<file path="config.mk">
export PLATFORM = sky130hd
export DESIGN_NAME = fan_led_pwm_generator
export DESIGN_NICKNAME = d
export VERILOG_FILES = /design/src/hw/pwm_pkg.sv /design/src/hw/pwm_prescaler.sv /design/src/hw/pwm_hold_regs.sv /design/src/hw/fan_led_pwm_generator.sv
export SDC_FILE = /design/constraint.sdc
export NUM_CORES = 1
export LEC_CHECK = 0
export BUFFER_PORTS_ARGS = -buffer_cell sky130_fd_sc_hd__buf_2
export CORE_MARGIN = 3
export CORE_UTILIZATION = 55
export DETAILED_ROUTE_END_ITERATION = 10
export PLACE_DENSITY = 0.74
export SLEW_MARGIN = 10
export SYNTH_ARGS = -nofsm -noshare
export SYNTH_HDL_FRONTEND = slang
export SYNTH_SLANG_ARGS = --single-unit
</file>
<file path="constraint.sdc">
create_clock -name i_clk -period 3.93 [get_ports i_clk]
set_input_delay 0.786 -clock i_clk [delete_from_list [all_inputs] [get_ports i_clk]]
set_output_delay 0.786 -clock i_clk [all_outputs]
set_load 0.01 [all_outputs]
</file>
<file path="src/hw/pwm_pkg.sv">
// Shared constants, types and helpers for the fan and LED pulse generator.
// Assumes a single 20 MHz clock and a synchronous active-high reset.
//
// Behaviour
// High-phase length n gives an ON phase of n+1 pulse clock ticks.
// High length zero with nonzero low length holds the output at full off.
// Output toggles, holds constantly on, or holds constantly off by lengths.
// Toggling drives ON for the high count, then OFF for the low count.
// Pulse clock source is fast or slow by bit 1, then prescaled.
// Period is (prescale+1) times (high+1 plus low+1) source ticks.
// Software should access the two length registers as 16-bit values.
// Length writes land in holding registers, not in the values in use.
// Holding values move to active only when full and the low phase ends; while stopped the code moves a full set at once.
// In full-on state a full holding set moves to active at once.
// Each transfer empties the holding set; all bytes must be rewritten.
// Length reads return the active values, never the holding values.
// Sleep request zeroes the counters and forces state and output off.
// System reset restores all defaults; high length resets to zero.
// The generator raises no interrupt or event signal at all.
// Low length n gives n+1 OFF ticks; zero holds full on; resets to ones.
// Polarity bit 2 set makes the ON phase drive the pin low.
// Clearing enable bit 0 resets counters, state off, output inactive.
// Prescale field p divides the selected source by p+1; zero is bypass.
// Enabling starts a period with the ON phase loaded from high length.
package pwm_pkg;

  // ****************************************************************
  // Clocking
  // ****************************************************************
  localparam int CLK_HZ      = 20_000_000;
  localparam int SLOW_SRC_HZ = 100_000;
  localparam logic [7:0] SLOW_DIV_LAST = 8'(CLK_HZ / SLOW_SRC_HZ - 1);

  // ****************************************************************
  // Register map and fields
  // ****************************************************************
  localparam logic [7:0]  OFS_HIGH  = 8'h00;
  localparam logic [7:0]  OFS_LOW   = 8'h04;
  localparam logic [7:0]  OFS_SETUP = 8'h08;
  localparam int          SETUP_W   = 7;
  localparam logic [15:0] HIGH_RST  = 16'h0000;
  localparam logic [15:0] LOW_RST   = 16'hffff;
  localparam logic [SETUP_W-1:0] SETUP_RST = 7'h00;

  // Setup register, bit for bit: prescale 6:3, polarity 2, source 1, enable 0.
  typedef struct packed {
    logic [3:0] pre;
    logic       inv;
    logic       clk_sel;
    logic       en;
  } setup_s;

  typedef struct packed {
    logic        wr;
    logic        rd;
    logic [7:0]  addr;
    logic [31:0] wdata;
  } reg_req_s;

  typedef enum logic [1:0] {ST_OFF, ST_ON, ST_LOW} phase_e;

  typedef struct packed {
    phase_e      ph;
    logic [15:0] cnt;
    logic [15:0] high_act;
    logic [15:0] low_act;
    setup_s      setup;
    logic [7:0]  slow_cnt;
    logic        slow_tick;
    logic        pwm;
    logic [31:0] rd_data;
  } gen_state_s;

  typedef struct packed {
    logic [15:0] high;
    logic [15:0] low;
    logic [1:0]  got;
  } hold_state_s;

  typedef struct packed {
    logic [3:0] cnt;
  } pre_state_s;

  // Pin level for a given logical ON state and polarity.
  function automatic logic pin_level(input logic on, input logic inv);
    return on ^ inv;
  endfunction

endpackage

</file>
<file path="src/hw/pwm_prescaler.sv">
// Prescaler that turns source ticks into pulse clock ticks.
// Assumes source ticks are one-cycle enables on the same clock.
`timescale 1ns/1ps
`default_nettype none
module pwm_prescaler (
  input  wire logic       i_clk,
  input  wire logic       i_rst,
  input  wire logic       i_src_tick,
  input  wire logic [3:0] i_div,
  input  wire logic       i_clr,
  output var  logic       o_tick
);
  import pwm_pkg::*;

  pre_state_s r;
  pre_state_s r_nxt;

  // A tick leaves on the source tick that closes each group of div+1. The
  // at-least compare lets a smaller divisor written mid-count take hold at once.
  assign o_tick = i_src_tick && (r.cnt >= i_div) && !i_clr;

  // Clearing keeps the first phase aligned to the moment of enable.
  always_comb begin
    r_nxt = r;
    if (i_clr) begin
      r_nxt.cnt = 4'h0;
    end else if (i_src_tick) begin
      r_nxt.cnt = (r.cnt >= i_div) ? 4'h0 : r.cnt + 4'h1;
    end
  end

  always_ff @(posedge i_clk) begin
    if (i_rst) begin
      r <= '0;
    end else begin
      r <= r_nxt;
    end
  end
endmodule // pwm_prescaler
`default_nettype wire

</file>
<file path="src/hw/pwm_hold_regs.sv">
// Holding registers for the two phase lengths, with a fill tracker.
// Assumes write strobes are one cycle and come from the register decode.
`timescale 1ns/1ps
`default_nettype none
module pwm_hold_regs (
  input  wire logic        i_clk,
  input  wire logic        i_rst,
  input  wire logic        i_wr_high,
  input  wire logic        i_wr_low,
  input  wire logic [15:0] i_wdata,
  input  wire logic        i_take,
  output var  logic [15:0] o_high,
  output var  logic [15:0] o_low,
  output var  logic        o_full
);
  import pwm_pkg::*;

  hold_state_s r;
  hold_state_s r_nxt;

  assign o_high = r.high;
  assign o_low  = r.low;
  assign o_full = &r.got;

  // A word write fills both bytes of a length; a write in the take cycle wins.
  always_comb begin
    r_nxt = r;
    if (i_take) begin
      r_nxt.got = 2'b00;
    end
    if (i_wr_high) begin
      r_nxt.high   = i_wdata;
      r_nxt.got[0] = 1'b1;
    end
    if (i_wr_low) begin
      r_nxt.low    = i_wdata;
      r_nxt.got[1] = 1'b1;
    end
  end

  always_ff @(posedge i_clk) begin
    if (i_rst) begin
      r <= {HIGH_RST, LOW_RST, 2'b00};
    end else begin
      r <= r_nxt;
    end
  end
endmodule // pwm_hold_regs
`default_nettype wire

</file>
<file path="src/hw/fan_led_pwm_generator.sv">
// Pulse-width generator for fans and LEDs: registers, phase counter, pin.
// Assumes a register master on i_clk and a sleep request on the same clock.
`timescale 1ns/1ps
`default_nettype none
module fan_led_pwm_generator (
  input  wire logic              i_clk,
  input  wire logic              i_rst,
  input  wire pwm_pkg::reg_req_s i_req,
  input  wire logic              i_sleep_req,
  output var  logic [31:0]       o_rd_data,
  output var  logic              o_pwm_out
);
  import pwm_pkg::*;

  // ****************************************************************
  // State and helper nets
  // ****************************************************************
  gen_state_s  r;
  gen_state_s  r_nxt;
  logic        run;
  logic        src_tick;
  logic        tick;
  logic        low_end;
  logic        xfer;
  logic        wr_high;
  logic        wr_low;
  logic        hold_full;
  logic [15:0] hold_high;
  logic [15:0] hold_low;
  logic        phase_on;

  // Sleep overrides enable; both stop the counter the same way.
  assign run = r.setup.en && !i_sleep_req;

  // The fast source runs at the full system rate, the slow one from a divider.
  assign src_tick = r.setup.clk_sel ? r.slow_tick : 1'b1;

  // Length writes go to the holding set; setup is written directly.
  assign wr_high = i_req.wr && (i_req.addr == OFS_HIGH);
  assign wr_low  = i_req.wr && (i_req.addr == OFS_LOW);

  // The low phase is over on the tick that finds its counter at zero.
  assign low_end = run && (r.ph == ST_LOW) && (r.low_act != 16'h0000) && tick
                   && (r.cnt == 16'h0000);

  // Outside a running count a full holding set is taken at once, since no
  // low phase will ever end to release it.
  // While toggling, the transfer waits for the last tick of the OFF phase,
  // so a period is never built from one old and one new length.
  assign xfer = hold_full && (!run || (r.low_act == 16'h0000) || low_end);

  // Logical ON state, before polarity is applied.
  assign phase_on = run && ((r.low_act == 16'h0000) ||
                    ((r.high_act != 16'h0000) && (r.ph == ST_ON)));

  assign o_rd_data = r.rd_data;
  // The pin and read data are the only outputs; nothing signals an event.
  assign o_pwm_out = r.pwm;

  // ****************************************************************
  // Sub-blocks
  // ****************************************************************
  pwm_prescaler u_prescaler (
    .i_clk      (i_clk),
    .i_rst      (i_rst),
    .i_src_tick (src_tick),
    .i_div      (r.setup.pre),
    .i_clr      (!run),
    .o_tick     (tick)
  );

  pwm_hold_regs u_hold (
    .i_clk     (i_clk),
    .i_rst     (i_rst),
    .i_wr_high (wr_high),
    .i_wr_low  (wr_low),
    .i_wdata   (i_req.wdata[15:0]),
    .i_take    (xfer),
    .o_high    (hold_high),
    .o_low     (hold_low),
    .o_full    (hold_full)
  );

  // ****************************************************************
  // Next-state logic
  // ****************************************************************
  always_comb begin
    r_nxt = r;

    // Slow source divider; it free-runs so the slow rate is always ready.
    r_nxt.slow_tick = 1'b0;
    if (r.slow_cnt == SLOW_DIV_LAST) begin
      r_nxt.slow_cnt  = 8'h00;
      r_nxt.slow_tick = 1'b1;
    end else begin
      r_nxt.slow_cnt = r.slow_cnt + 8'h01;
    end

    // Active lengths change only through a transfer from the holding set.
    if (xfer) begin
      r_nxt.high_act = hold_high;
      r_nxt.low_act  = hold_low;
    end

    // The setup register takes software writes directly.
    if (i_req.wr && (i_req.addr == OFS_SETUP)) begin
      r_nxt.setup = setup_s'(i_req.wdata[SETUP_W-1:0]);
    end

    // Phase counter. Each phase counts from its length down to zero, so a
    // length of n lasts n+1 ticks and a period is the sum of both.
    // With high 1, low 2 and no prescale: one cycle in OFF after enable,
    // ON holds counts 1 and 0, LOW holds 2, 1 and 0, then ON again.
    // A zero low length is decided first, so it beats a zero high length
    // and the pin stays on.
    // Full off keeps the counter stepping, because only the end of an
    // OFF phase releases a waiting transfer while running.
    // Trade-off: a length change never cuts a period short.
    if (!run) begin
      r_nxt.ph  = ST_OFF;
      r_nxt.cnt = 16'h0000;
    end else begin
      case (r.ph)
        ST_OFF: begin
          r_nxt.ph  = ST_ON;
          r_nxt.cnt = r.high_act;
        end
        ST_ON: begin
          if (r.low_act == 16'h0000) begin
            r_nxt.cnt = r.high_act;
          end else if (tick) begin
            if (r.cnt == 16'h0000) begin
              r_nxt.ph  = ST_LOW;
              r_nxt.cnt = r.low_act;
            end else begin
              r_nxt.cnt = r.cnt - 16'h0001;
            end
          end
        end
        ST_LOW: begin
          if (r.low_act == 16'h0000) begin
            r_nxt.ph  = ST_ON;
            r_nxt.cnt = r.high_act;
          end else if (tick) begin
            if (r.cnt == 16'h0000) begin
              // A new period starts from the freshly transferred length.
              r_nxt.ph  = ST_ON;
              r_nxt.cnt = xfer ? hold_high : r.high_act;
            end else begin
              r_nxt.cnt = r.cnt - 16'h0001;
            end
          end
        end
        default: begin
          r_nxt.ph  = ST_OFF;
          r_nxt.cnt = 16'h0000;
        end
      endcase
    end

    // Pin level is registered so the output never glitches on decode.
    r_nxt.pwm = pin_level(phase_on, r.setup.inv);

    // Reads show the lengths in use, not what is waiting to be loaded.
    r_nxt.rd_data = 32'h0000_0000;
    if (i_req.rd) begin
      case (i_req.addr)
        OFS_HIGH:  r_nxt.rd_data = {16'h0000, r.high_act};
        OFS_LOW:   r_nxt.rd_data = {16'h0000, r.low_act};
        OFS_SETUP: r_nxt.rd_data = {25'h0, r.setup};
        default:   r_nxt.rd_data = 32'h0000_0000;
      endcase
    end
  end

  // ****************************************************************
  // State register
  // ****************************************************************
  always_ff @(posedge i_clk) begin
    if (i_rst) begin
      // Fields with a non-zero default are laid over a cleared state.
      r          <= '0;
      r.ph       <= ST_OFF;
      r.high_act <= HIGH_RST;
      r.low_act  <= LOW_RST;
      r.setup    <= setup_s'(SETUP_RST);
    end else begin
      r <= r_nxt;
    end
  end
endmodule // fan_led_pwm_generator
`default_nettype wire

</file>
### After elaboration in Yosys (flattened, before gate mapping)

Index checks and enable logic that the tools add are counted.

| word-level totals | value |
|---|---|
| bits in registers | 137 |
| bits of input ports | 45 |

| cells by class | value |
|---|---|
| $add $sub $neg | 3 |
| order comparisons | 1 |
| equality and inequality tests | 11 |
| muxes and demuxes | 18 |
| bitwise gates (word level) | 3 |
| reductions and logical operators | 32 |

Operators with widths:

| cell | number |
|---|---|
| 16-bit 2-to-1 mux | 4 |
| 18-bit 2-to-1 mux | 3 |
| 18-bit case mux with 3 select lines | 1 |
| 16-bit case mux with 3 select lines | 1 |
| 16-bit zero test | 2 |
| 16-bit nonzero test | 2 |
| 16-bit by 1-bit subtractor with 16-bit output (second input constant) | 1 |
| 1-bit logical AND | 13 |
| 8-bit by 1-bit adder with 8-bit output (second input constant) | 1 |
| 8-bit by 3-bit == test with 1-bit output (second input constant) | 1 |
| 8-bit by 4-bit == test with 1-bit output (second input constant) | 1 |
| 8-bit == test (second input constant) | 1 |
| 8-bit zero test | 1 |
| 2-bit 2-to-1 mux | 4 |
| 2-bit != test (second input constant) | 3 |
| 2-bit OR reduction | 3 |
| 5-bit AND reduction | 1 |
| 4-bit by 1-bit adder with 4-bit output (second input constant) | 1 |
| 4-bit >= comparator | 1 |
| 1-bit 2-to-1 mux | 4 |
| 4-bit 2-to-1 mux | 1 |
| 2-bit AND reduction | 2 |
| 2-bit nonzero test | 2 |
| 1-bit logical OR | 3 |
| 9 further kinds | 11 |

### Depth between registers and ports, before layout

Gate-level depths: netlist of run 1.

| depth | value |
|---|---|
| depth after elaboration | 13 |
| gate-level depth with buffers | 10 |
| gate-level depth less buffers | 9 |

### By module

A second synthesis of run 1 with hierarchy kept.

| second synthesis, totals | value |
|---|---|
| cells, all modules | 730 |
| area, all modules | 6383.6 um2 |

Modules (own cells, without submodules):

| module | times used | cells an instance | area an instance (um2) | seq. area each (um2) |
|---|---|---|---|---|
| fan_led_pwm_generator | 1 | 548 | 4543.1 | 1661.6 |
| pwm_hold_regs | 1 | 146 | 1511.4 | 680.7 |
| pwm_prescaler | 1 | 36 | 329.1 | 80.1 |

### Least setup slack after synthesis of run 1

No wires, ideal clock.

| timing | value |
|---|---|
| path kind | in2reg |
| start | input port i_req[37] in the netlist's numbering |
| end | register u_hold.r (netlist bit u_hold.o_high[10]) |
| setup time | 0.128 ns |
| data arrival time | 2.282 ns |
| data required time | 3.802 ns |
| slack | 1.521 ns |
| stages on the path | 7 |
| buffers on the path | 1 |
| path through | or4_4 > nor4_4 > nand2_1 > nor2_4 > buf_6 > mux2i_1 > nor2_1 |

| on the way | value |
|---|---|
| longest elaborated chain between the ends | 2 |

Ends and longest elaborated chain:

| what | RTL line | RTL |
|---|---|---|
| start: declaration | fan_led_pwm_generator.sv:8 | `input wire pwm_pkg::reg_req_s i_req,` |
| 8-bit zero test | fan_led_pwm_generator.sv:39 | `assign wr_high = i_req.wr && (i_req.addr == OFS_HIGH);` |
| 1-bit logical AND | fan_led_pwm_generator.sv:39 |  |
| end signal: assignment | pwm_hold_regs.sv:43 | `r <= {HIGH_RST, LOW_RST, 2'b00};` |
| end signal: assignment | pwm_hold_regs.sv:45 | `r <= r_nxt;` |
| end: declaration | pwm_hold_regs.sv:18 | `hold_state_s r;` |

No other way between the ends.
A chain may end at the register's enable or synchronous reset.

### Worst setup path in the final report of run 1

| timing | value |
|---|---|
| start | register r[81] in the netlist's numbering |
| end | register u_hold.r[0] in the netlist's numbering |

| on the way | value |
|---|---|
| longest elaborated chain between the ends | 5 |

Ends and longest elaborated chain:

| what | RTL line | RTL |
|---|---|---|
| start: declaration | fan_led_pwm_generator.sv:18 | `gen_state_s r;` |
| start signal: assignment | fan_led_pwm_generator.sv:188 | `r <= r_nxt;` |
| 16-bit zero test | fan_led_pwm_generator.sv:44 | `&& (r.cnt == 16'h0000);` |
| 1-bit logical AND | fan_led_pwm_generator.sv:44 |  |
| 1-bit logical OR | fan_led_pwm_generator.sv:50 | `assign xfer = hold_full && (!run \|\| (r.low_act == 16'h0000) \|\| low_end);` |
| 1-bit logical AND | fan_led_pwm_generator.sv:50 |  |
| 2-bit nonzero test (no source line) | -- |  |

No other way between the ends.

==> impl_metrics.json, run 1 <==
{
  "dieWidth_um": 113.9,
  "insertion_delay_ns": 0.41,
  "cts_tree": "done",
  "core_mm2": 0.01113,
  "dr_total_vias": 5629,
  "cts_buffers": 17,
  "routed_via_density": 5.988,
  "ys.flop_type": "dfxtp_1",
  "p_leak_nw": 2.936,
  "period_minus_slack_ns": 2.864,
  "drive_gt1_frac": 0.1438,
  "status": "finished, final reports clean",
  "clkSlewWorstSetupHoldPaths_ns": 0.06,
  "synth_enable_flop_cells": 0,
  "crit_path_start_kind": "register",
  "synth_area_mm2": 0.006406,
  "switching_share": 0.2050,
  "hold_slack_ns": 0.4570,
  "p_clk_frac": 0.564,
  "drc": 0,
  "grt_setup_unrepaired": "no",
  "post-cts-setup-buffers": 0,
  "dieArea_mm2": 0.01298,
  "grt_pass1_vias": 5353,
  "stdcell_area_mm2": 0.007102,
  "syn_avg_cell_area_um2": 8.234,
  "ys_warn_count": 0,
  "yosys_register_bits": 121,
  "met3WireLength_um": 1433,
  "p_sw_w": 0.0006164,
  "netlist_top_cells_area": "dfxtp_1 (38%), nand2_1 (7.4%), mux2i_1 (6.7%)",
  "drtAntennaViolNets": 0,
  "clockBufferDepth": 2,
  "final_max_slew_viol_count": 0,
  "placed_cells": 909,
  "p_seq_frac": 0.410,
  "wl_per_cell_um": 17.99,
  "io_buffer_count": 45,
  "holdPathStages": 1,
  "totalPowerFinal_w": 0.003007,
  "cts_hold_buf": 0,
  "max-vdd-ir-drop_uv": 332.9,
  "drv_cap": 0,
  "hp-class": "reg -> reg",
  "yosysTopAreaCellShare": 0.3781,
  "grt_overflow": 0,
  "synth_cells": 778,
  "ys_types": 75,
  "core.rowCount": 38,
  "pwr-share-comb": 0.025,
  "grt_use_total": 0.2644,
  "postPlaceCellArea_mm2": 0.006456,
  "wl_um": 16920,
  "setup_viol": 0,
  "path_class": "reg -> reg",
  "r2r_cells": 11,
  "p_int_w": 0.002390,
  "yosysSeqAreaShare": 0.3781,
  "route.met2.wl_um": 7850,
  "crit_required_ns": 4.21,
  "arrival_ns": 3.14,
  "diodes": 0,
  "fmaxAchievable_mhz": 349.2,
  "syn_to_final_growth_pct": 10.86,
  "die_h_um": 113.9,
  "ioPinCount": 78,
  "async_reset_ff_frac": 0,
  "initial_core_util": 0.5758,
  "htreeDepth": 4,
  "layout.cells.non_filler": 940,
  "grt_pass1_wl_um": 27440,
  "hold_violations": 0,
  "place.gp.congestion": 0.9187,
  "clock-skew-final_ns": 0.008547,
  "clock_sinks": 121,
  "wl_met1_um": 7392,
  "antenna_found_initial": 0,
  "end_kind": "register",
  "nets": 840,
  "dr.first_iter.drc_count": 768,
  "fin_setup_tns_ns": 0,
  "powerDensity_mw_per_mm2": 423.3,
  "maxUsedRoutingLayer": "met4",
  "path_max_fanout": 18,
  "clockRootBuffer": "clkbuf_16",
  "cts-resized-gates": 0,
  "tightest_slew_ns": 0.9375,
  "yosysTopAreaCell": "dfxtp_1",
  "post-route-period-util": 0.7288,
  "hpwl_um": 11810,
  "first_pass_iters": 6,
  "max-slew-margin-rel": 0.3741,
  "grt_max_degree": 81
}
[stage by stage]
step / setup slack (ns) / util
after floorplan: 1.521 / -
after global placement: 0.9654 / 0.5803
after detailed placement: 0.9163 / 0.5803
after CTS: 1.044 / 0.6383
after global routing: 0.8729 / 0.6383
final: 1.066 / 0.6383
[placed cells by master, fill, tap and decap left out, types with 3 or more instances in the layout]
master and count:
a211oi_1 3, mux2_2 6, a22o_1 3, a21oi_1 57, o22ai_1 8, xor2_1 11
nor3_4 3, o31ai_1 4, nor4_1 11, o21ai_1 3, dfxtp_1 121, buf_4 7
o211ai_1 6, nor2b_1 9, conb_1 16, xnor2_1 6, mux2i_1 43, buf_2 45
ha_1 7, nand4_1 5, inv_1 10, a31oi_1 10, and3_1 9, nor2_1 87
o21ai_0 15, nand3b_1 33, nor2_4 3, nor3_1 13, clkbuf_8 4, nand3_1 14
nand2b_1 13, bufinv_16 4, clkbuf_16 17, o221ai_1 5, nand2_1 127, or3_1 3
[final timing paths]
path                             from     endpoint  slack, ns
worst min-delay path            r[34]        r[34]       0.46
worst min register to register  r[34]        r[34]       0.46
worst max-delay path            r[81]  u_hold.r[0]       1.07
worst max register to register  r[81]  u_hold.r[0]       1.07
[cell families (layout without fill, tap and decap cells)]
group           after synthesis  count (layout)  synth area share
simple gates                351             351            0.2777
compound gates              144             144            0.1481
flops                       121             121            0.3781
buf+inv                      86              93           0.07754
mux                          50              50           0.07949
xor+xnor                     17              17           0.02324
fa+ha+maj                     8               8           0.01523
other cells                   1              16         0.0005854
[cells in the mapped netlist, types with 8 or more instances]
library cell / instances
a21oi_1: 57
a31oi_1: 10
and3_1: 9
buf_2: 13
buf_4: 34
clkbuf_1: 23
dfxtp_1: 121
inv_1: 10
mux2i_1: 43
nand2_1: 127
nand2b_1: 13
nand3_1: 14
nand3b_1: 33
nor2_1: 87
nor2b_1: 9
nor3_1: 13
nor4_1: 11
o21ai_0: 15
o22ai_1: 8
xor2_1: 11
[power by group through the flow]
stage                     registers (W)   logic, W  clock network, W
after CTS                       0.00123  0.0000751           0.00171
after floorplan                 0.00126  0.0000601                 0
final                           0.00123  0.0000759           0.00170
after global placement          0.00126  0.0000726                 0
after global routing            0.00123  0.0000827           0.00176
after detailed placement        0.00126  0.0000745                 0
[state kept, by name, indices dropped and copies added (netlist names)]
register and count:
u_hold.r 2, o_rd_data 16, u_prescaler.r 4, r 66, o_pwm_out 1, u_hold.o_high 16
u_hold.o_low 16
[layout make-up]
type / instances / area, um^2
clock inverters: 9 / 161.4
multi-input cells: 586 / 3543
fillers: 956 / 4024
inverters: 10 / 37.54
well taps: 140 / 175.2
repair buffers: 52 / 277.8
flip-flops and latches: 121 / 2422
clock buffers: 22 / 484.2
[worst max-delay path, cell delays in order (launching register included)]
cell and delay (ns):
dfxtp_1 0.35, inv_1 0.07, ha_1 0.23, nor2b_1 0.30
nand4_2 0.20, nor3_4 0.19, buf_4 0.23, a31o_2 0.23
nand2_1 0.33, buf_4 0.34, a21oi_1 0.19, nor2_1 0.05
[metal layers]
| metal | GRT usage | up-vias |
|---|---|---|
| met3 | 0.05093 | 29 |
| met1 | 0.3733 | 2628 |
| met2 | 0.4055 | 266 |
| met4 | 0.09105 | 0 |
| met5 | 0 | - |
| li1 | - | 2706 |
Power figures use the tool's default switching activity.
==> run 2, diff against run 1 <==
==> constraint.sdc (replaced) <==
create_clock -name i_clk -period 2.8 [get_ports i_clk]
set_input_delay 0.56 -clock i_clk [delete_from_list [all_inputs] [get_ports i_clk]]
set_output_delay 0.56 -clock i_clk [all_outputs]
set_load 0.01 [all_outputs]
==> run 2 against run 1 <==
  * Critical path depth is 2 lower
  * Die area stayed put
  * Core utilization is 0.43 points higher
  * Total power is 35% higher
  * Setup slack worse by 0.83 ns
  * Cell area is 0.67% higher
  * Non-clock buffer count is 13 higher
  * First-iteration DRC count is 38% lower
  * Sequential share of layout area is 0.23 points lower
  * Global-route usage is 0.48 points higher
  * Critical endpoint is now r[93]
==> impl_metrics.json, run 2 (synthesis results as in run 1) <==
{
  "status": "finished, final reports clean",
  "p_leak_nw": 2.972,
  "worstHoldEndpoint": "u_hold.o_low[15]",
  "grt_pass1_vias": 5385,
  "clockRootBuffer": "clkbuf_16",
  "drc": 0,
  "dieArea_mm2": 0.01298,
  "wl_per_cell_um": 17.88,
  "powerDensity_mw_per_mm2": 566.3,
  "insertion_delay_ns": 0.43,
  "path_buf_inv": 1,
  "clkSlewWorstSetupHoldPaths_ns": 0.05,
  "holdPathStages": 3,
  "clock-skew-final_ns": 0.01489,
  "post-route-period-util": 0.9153,
  "critPathTopFamily": "compound AO/OA/AOI/OAI gates",
  "setup_viol": 0,
  "place.gp.congestion": 0.9548,
  "routed_via_density": 6.006,
  "route.met2.wl_um": 7627,
  "grt_max_degree": 80,
  "final_common_cell": "nand2_1",
  "hpwl_um": 12230,
  "core_mm2": 0.01113,
  "wl_met1_um": 7474,
  "post-cts-setup-buffers": 0,
  "nets": 853,
  "met3WireLength_um": 1434,
  "core.rowCount": 38,
  "fmaxAchievable_mhz": 390.2,
  "largest_register_ffs": 66,
  "max-vdd-ir-drop_uv": 545.0,
  "min-delay-start": "i_req[15]",
  "htreeDepth": 4,
  "reg2reg_to": "r[93]",
  "wl_um": 17030,
  "clockBufferDepth": 2,
  "grt_pass1_wl_um": 27330,
  "initial_core_util": 0.5758,
  "cts_tree": "done",
  "cts_hold_buf": 0,
  "hold_violations": 0,
  "layout.cells.non_filler": 952,
  "die_h_um": 113.9,
  "drv_cap": 0,
  "arrival_ns": 2.87,
  "dieWidth_um": 113.9,
  "grt_setup_unrepaired": "no",
  "cp_slowest_cell": "dfxtp_1",
  "drtAntennaViolNets": 0,
  "ioPinCount": 78,
  "critical_path.most_common_cell": "a21oi_1",
  "syn_to_final_growth_pct": 11.60,
  "path_class": "reg -> reg",
  "crit_required_ns": 3.10,
  "cts_buffers": 17,
  "diodes": 0,
  "cp_cell_sequence": "inv_1 > ha_1 > a21oi_1 > o21ai_0 > a22o_4 > o21ai_2 > mux2_2 > a21oi_1 > a21oi_1",
  "crit_path_start_kind": "register",
  "io_buffer_count": 45,
  "reg2reg_from": "r[47]",
  "grt_overflow": 0,
  "path_max_fanout": 6,
  "top_register": "r",
  "antenna_found_initial": 0,
  "finalCoreUtilization": 0.6426,
  "mostFrequentLayoutCells": "nand2_1 (127), dfxtp_1 (121), nor2_1 (87)",
  "clock_sinks": 121,
  "timing.final.ws_setup_ns": 0.2372,
  "r2r_slack_ns": 0.24,
  "final_max_slew_viol_count": 0,
  "max-slew-margin-rel": 0.3762,
  "drive_gt1_frac": 0.1539,
  "dr.first_iter.drc_count": 475,
  "maxUsedRoutingLayer": "met4",
  "placed_cells": 922,
  "grt_use_total": 0.2691,
  "cts-resized-gates": 0,
  "tightest_slew_ns": 0.9345,
  "hp-class": "in -> reg",
  "r2r_cells": 9,
  "preCtsSetupSlack_ns": 0.2809,
  "nFillCells": 972,
  "first_pass_iters": 6,
  "fin_setup_tns_ns": 0,
  "period_minus_slack_ns": 2.563,
  "dr_total_vias": 5718,
  "end_kind": "register",
  "critPathMaxStageDelay_ns": 0.41
}
-- run 2: report_power, final --
group,switching [W],internal [W]
Sequential,0.00000371,0.00173
Clock,0.000755,0.00146
Combinational,0.0000648,0.0000409
Total,0.000823,0.00323
-- run 2: final cells by class --
| cell class | count | area (um^2) | share of cell area |
|---|---|---|---|
| Sequential cell | 121 | 2422 | 0.3388 |
| Tap cell | 140 | 175.2 | 0.02450 |
| Clock inverter | 7 | 117.6 | 0.01645 |
| Clock buffer | 23 | 478.0 | 0.06685 |
| Multi-Input combinational cell | 586 | 3543 | 0.4956 |
| Timing Repair Buffer | 65 | 375.4 | 0.05250 |
| Inverter | 10 | 37.54 | 0.005250 |
-- run 2: metal layers --
| layer | track usage | vias to the layer above |
|---|---|---|
| li1 | - | 2725 |
| met2 | 0.4118 | 257 |
| met5 | 0 | - |
| met3 | 0.08382 | 48 |
| met4 | 0.1013 | 0 |
| met1 | 0.3568 | 2688 |
-- run 2: per-stage QoR --
stage | cell area, um^2 | power [W] | hold WS (ns)
CTS | 7149 | 0.004060 | 0.3627
global placement | 6554 | 0.001870 | 0.4249
finish | 7149 | 0.004049 | 0.3731
detailed placement | 6554 | 0.001872 | 0.4456
global route | 7149 | 0.004167 | 0.3731
floorplan | 6462 | 0.001851 | 0.4130
-- run 2: worst max-delay path by stage --
stage	end	slack (ns)	from	depth (start not counted)
after detailed placement	r[94]	0.28	r[47]	9
after CTS	r[65]	0.26	r[47]	10
after global routing	r[70]	0.02	r[47]	10
final	r[93]	0.24	r[47]	9
after floorplan	r[85]	0.61	r[47]	9
after global placement	r[94]	0.34	r[47]	9
-- run 2: tightest hold or removal path: stages --
cell      delay (ns)
buf_2           0.08
nand2_1         0.04
nand3b_1        0.07
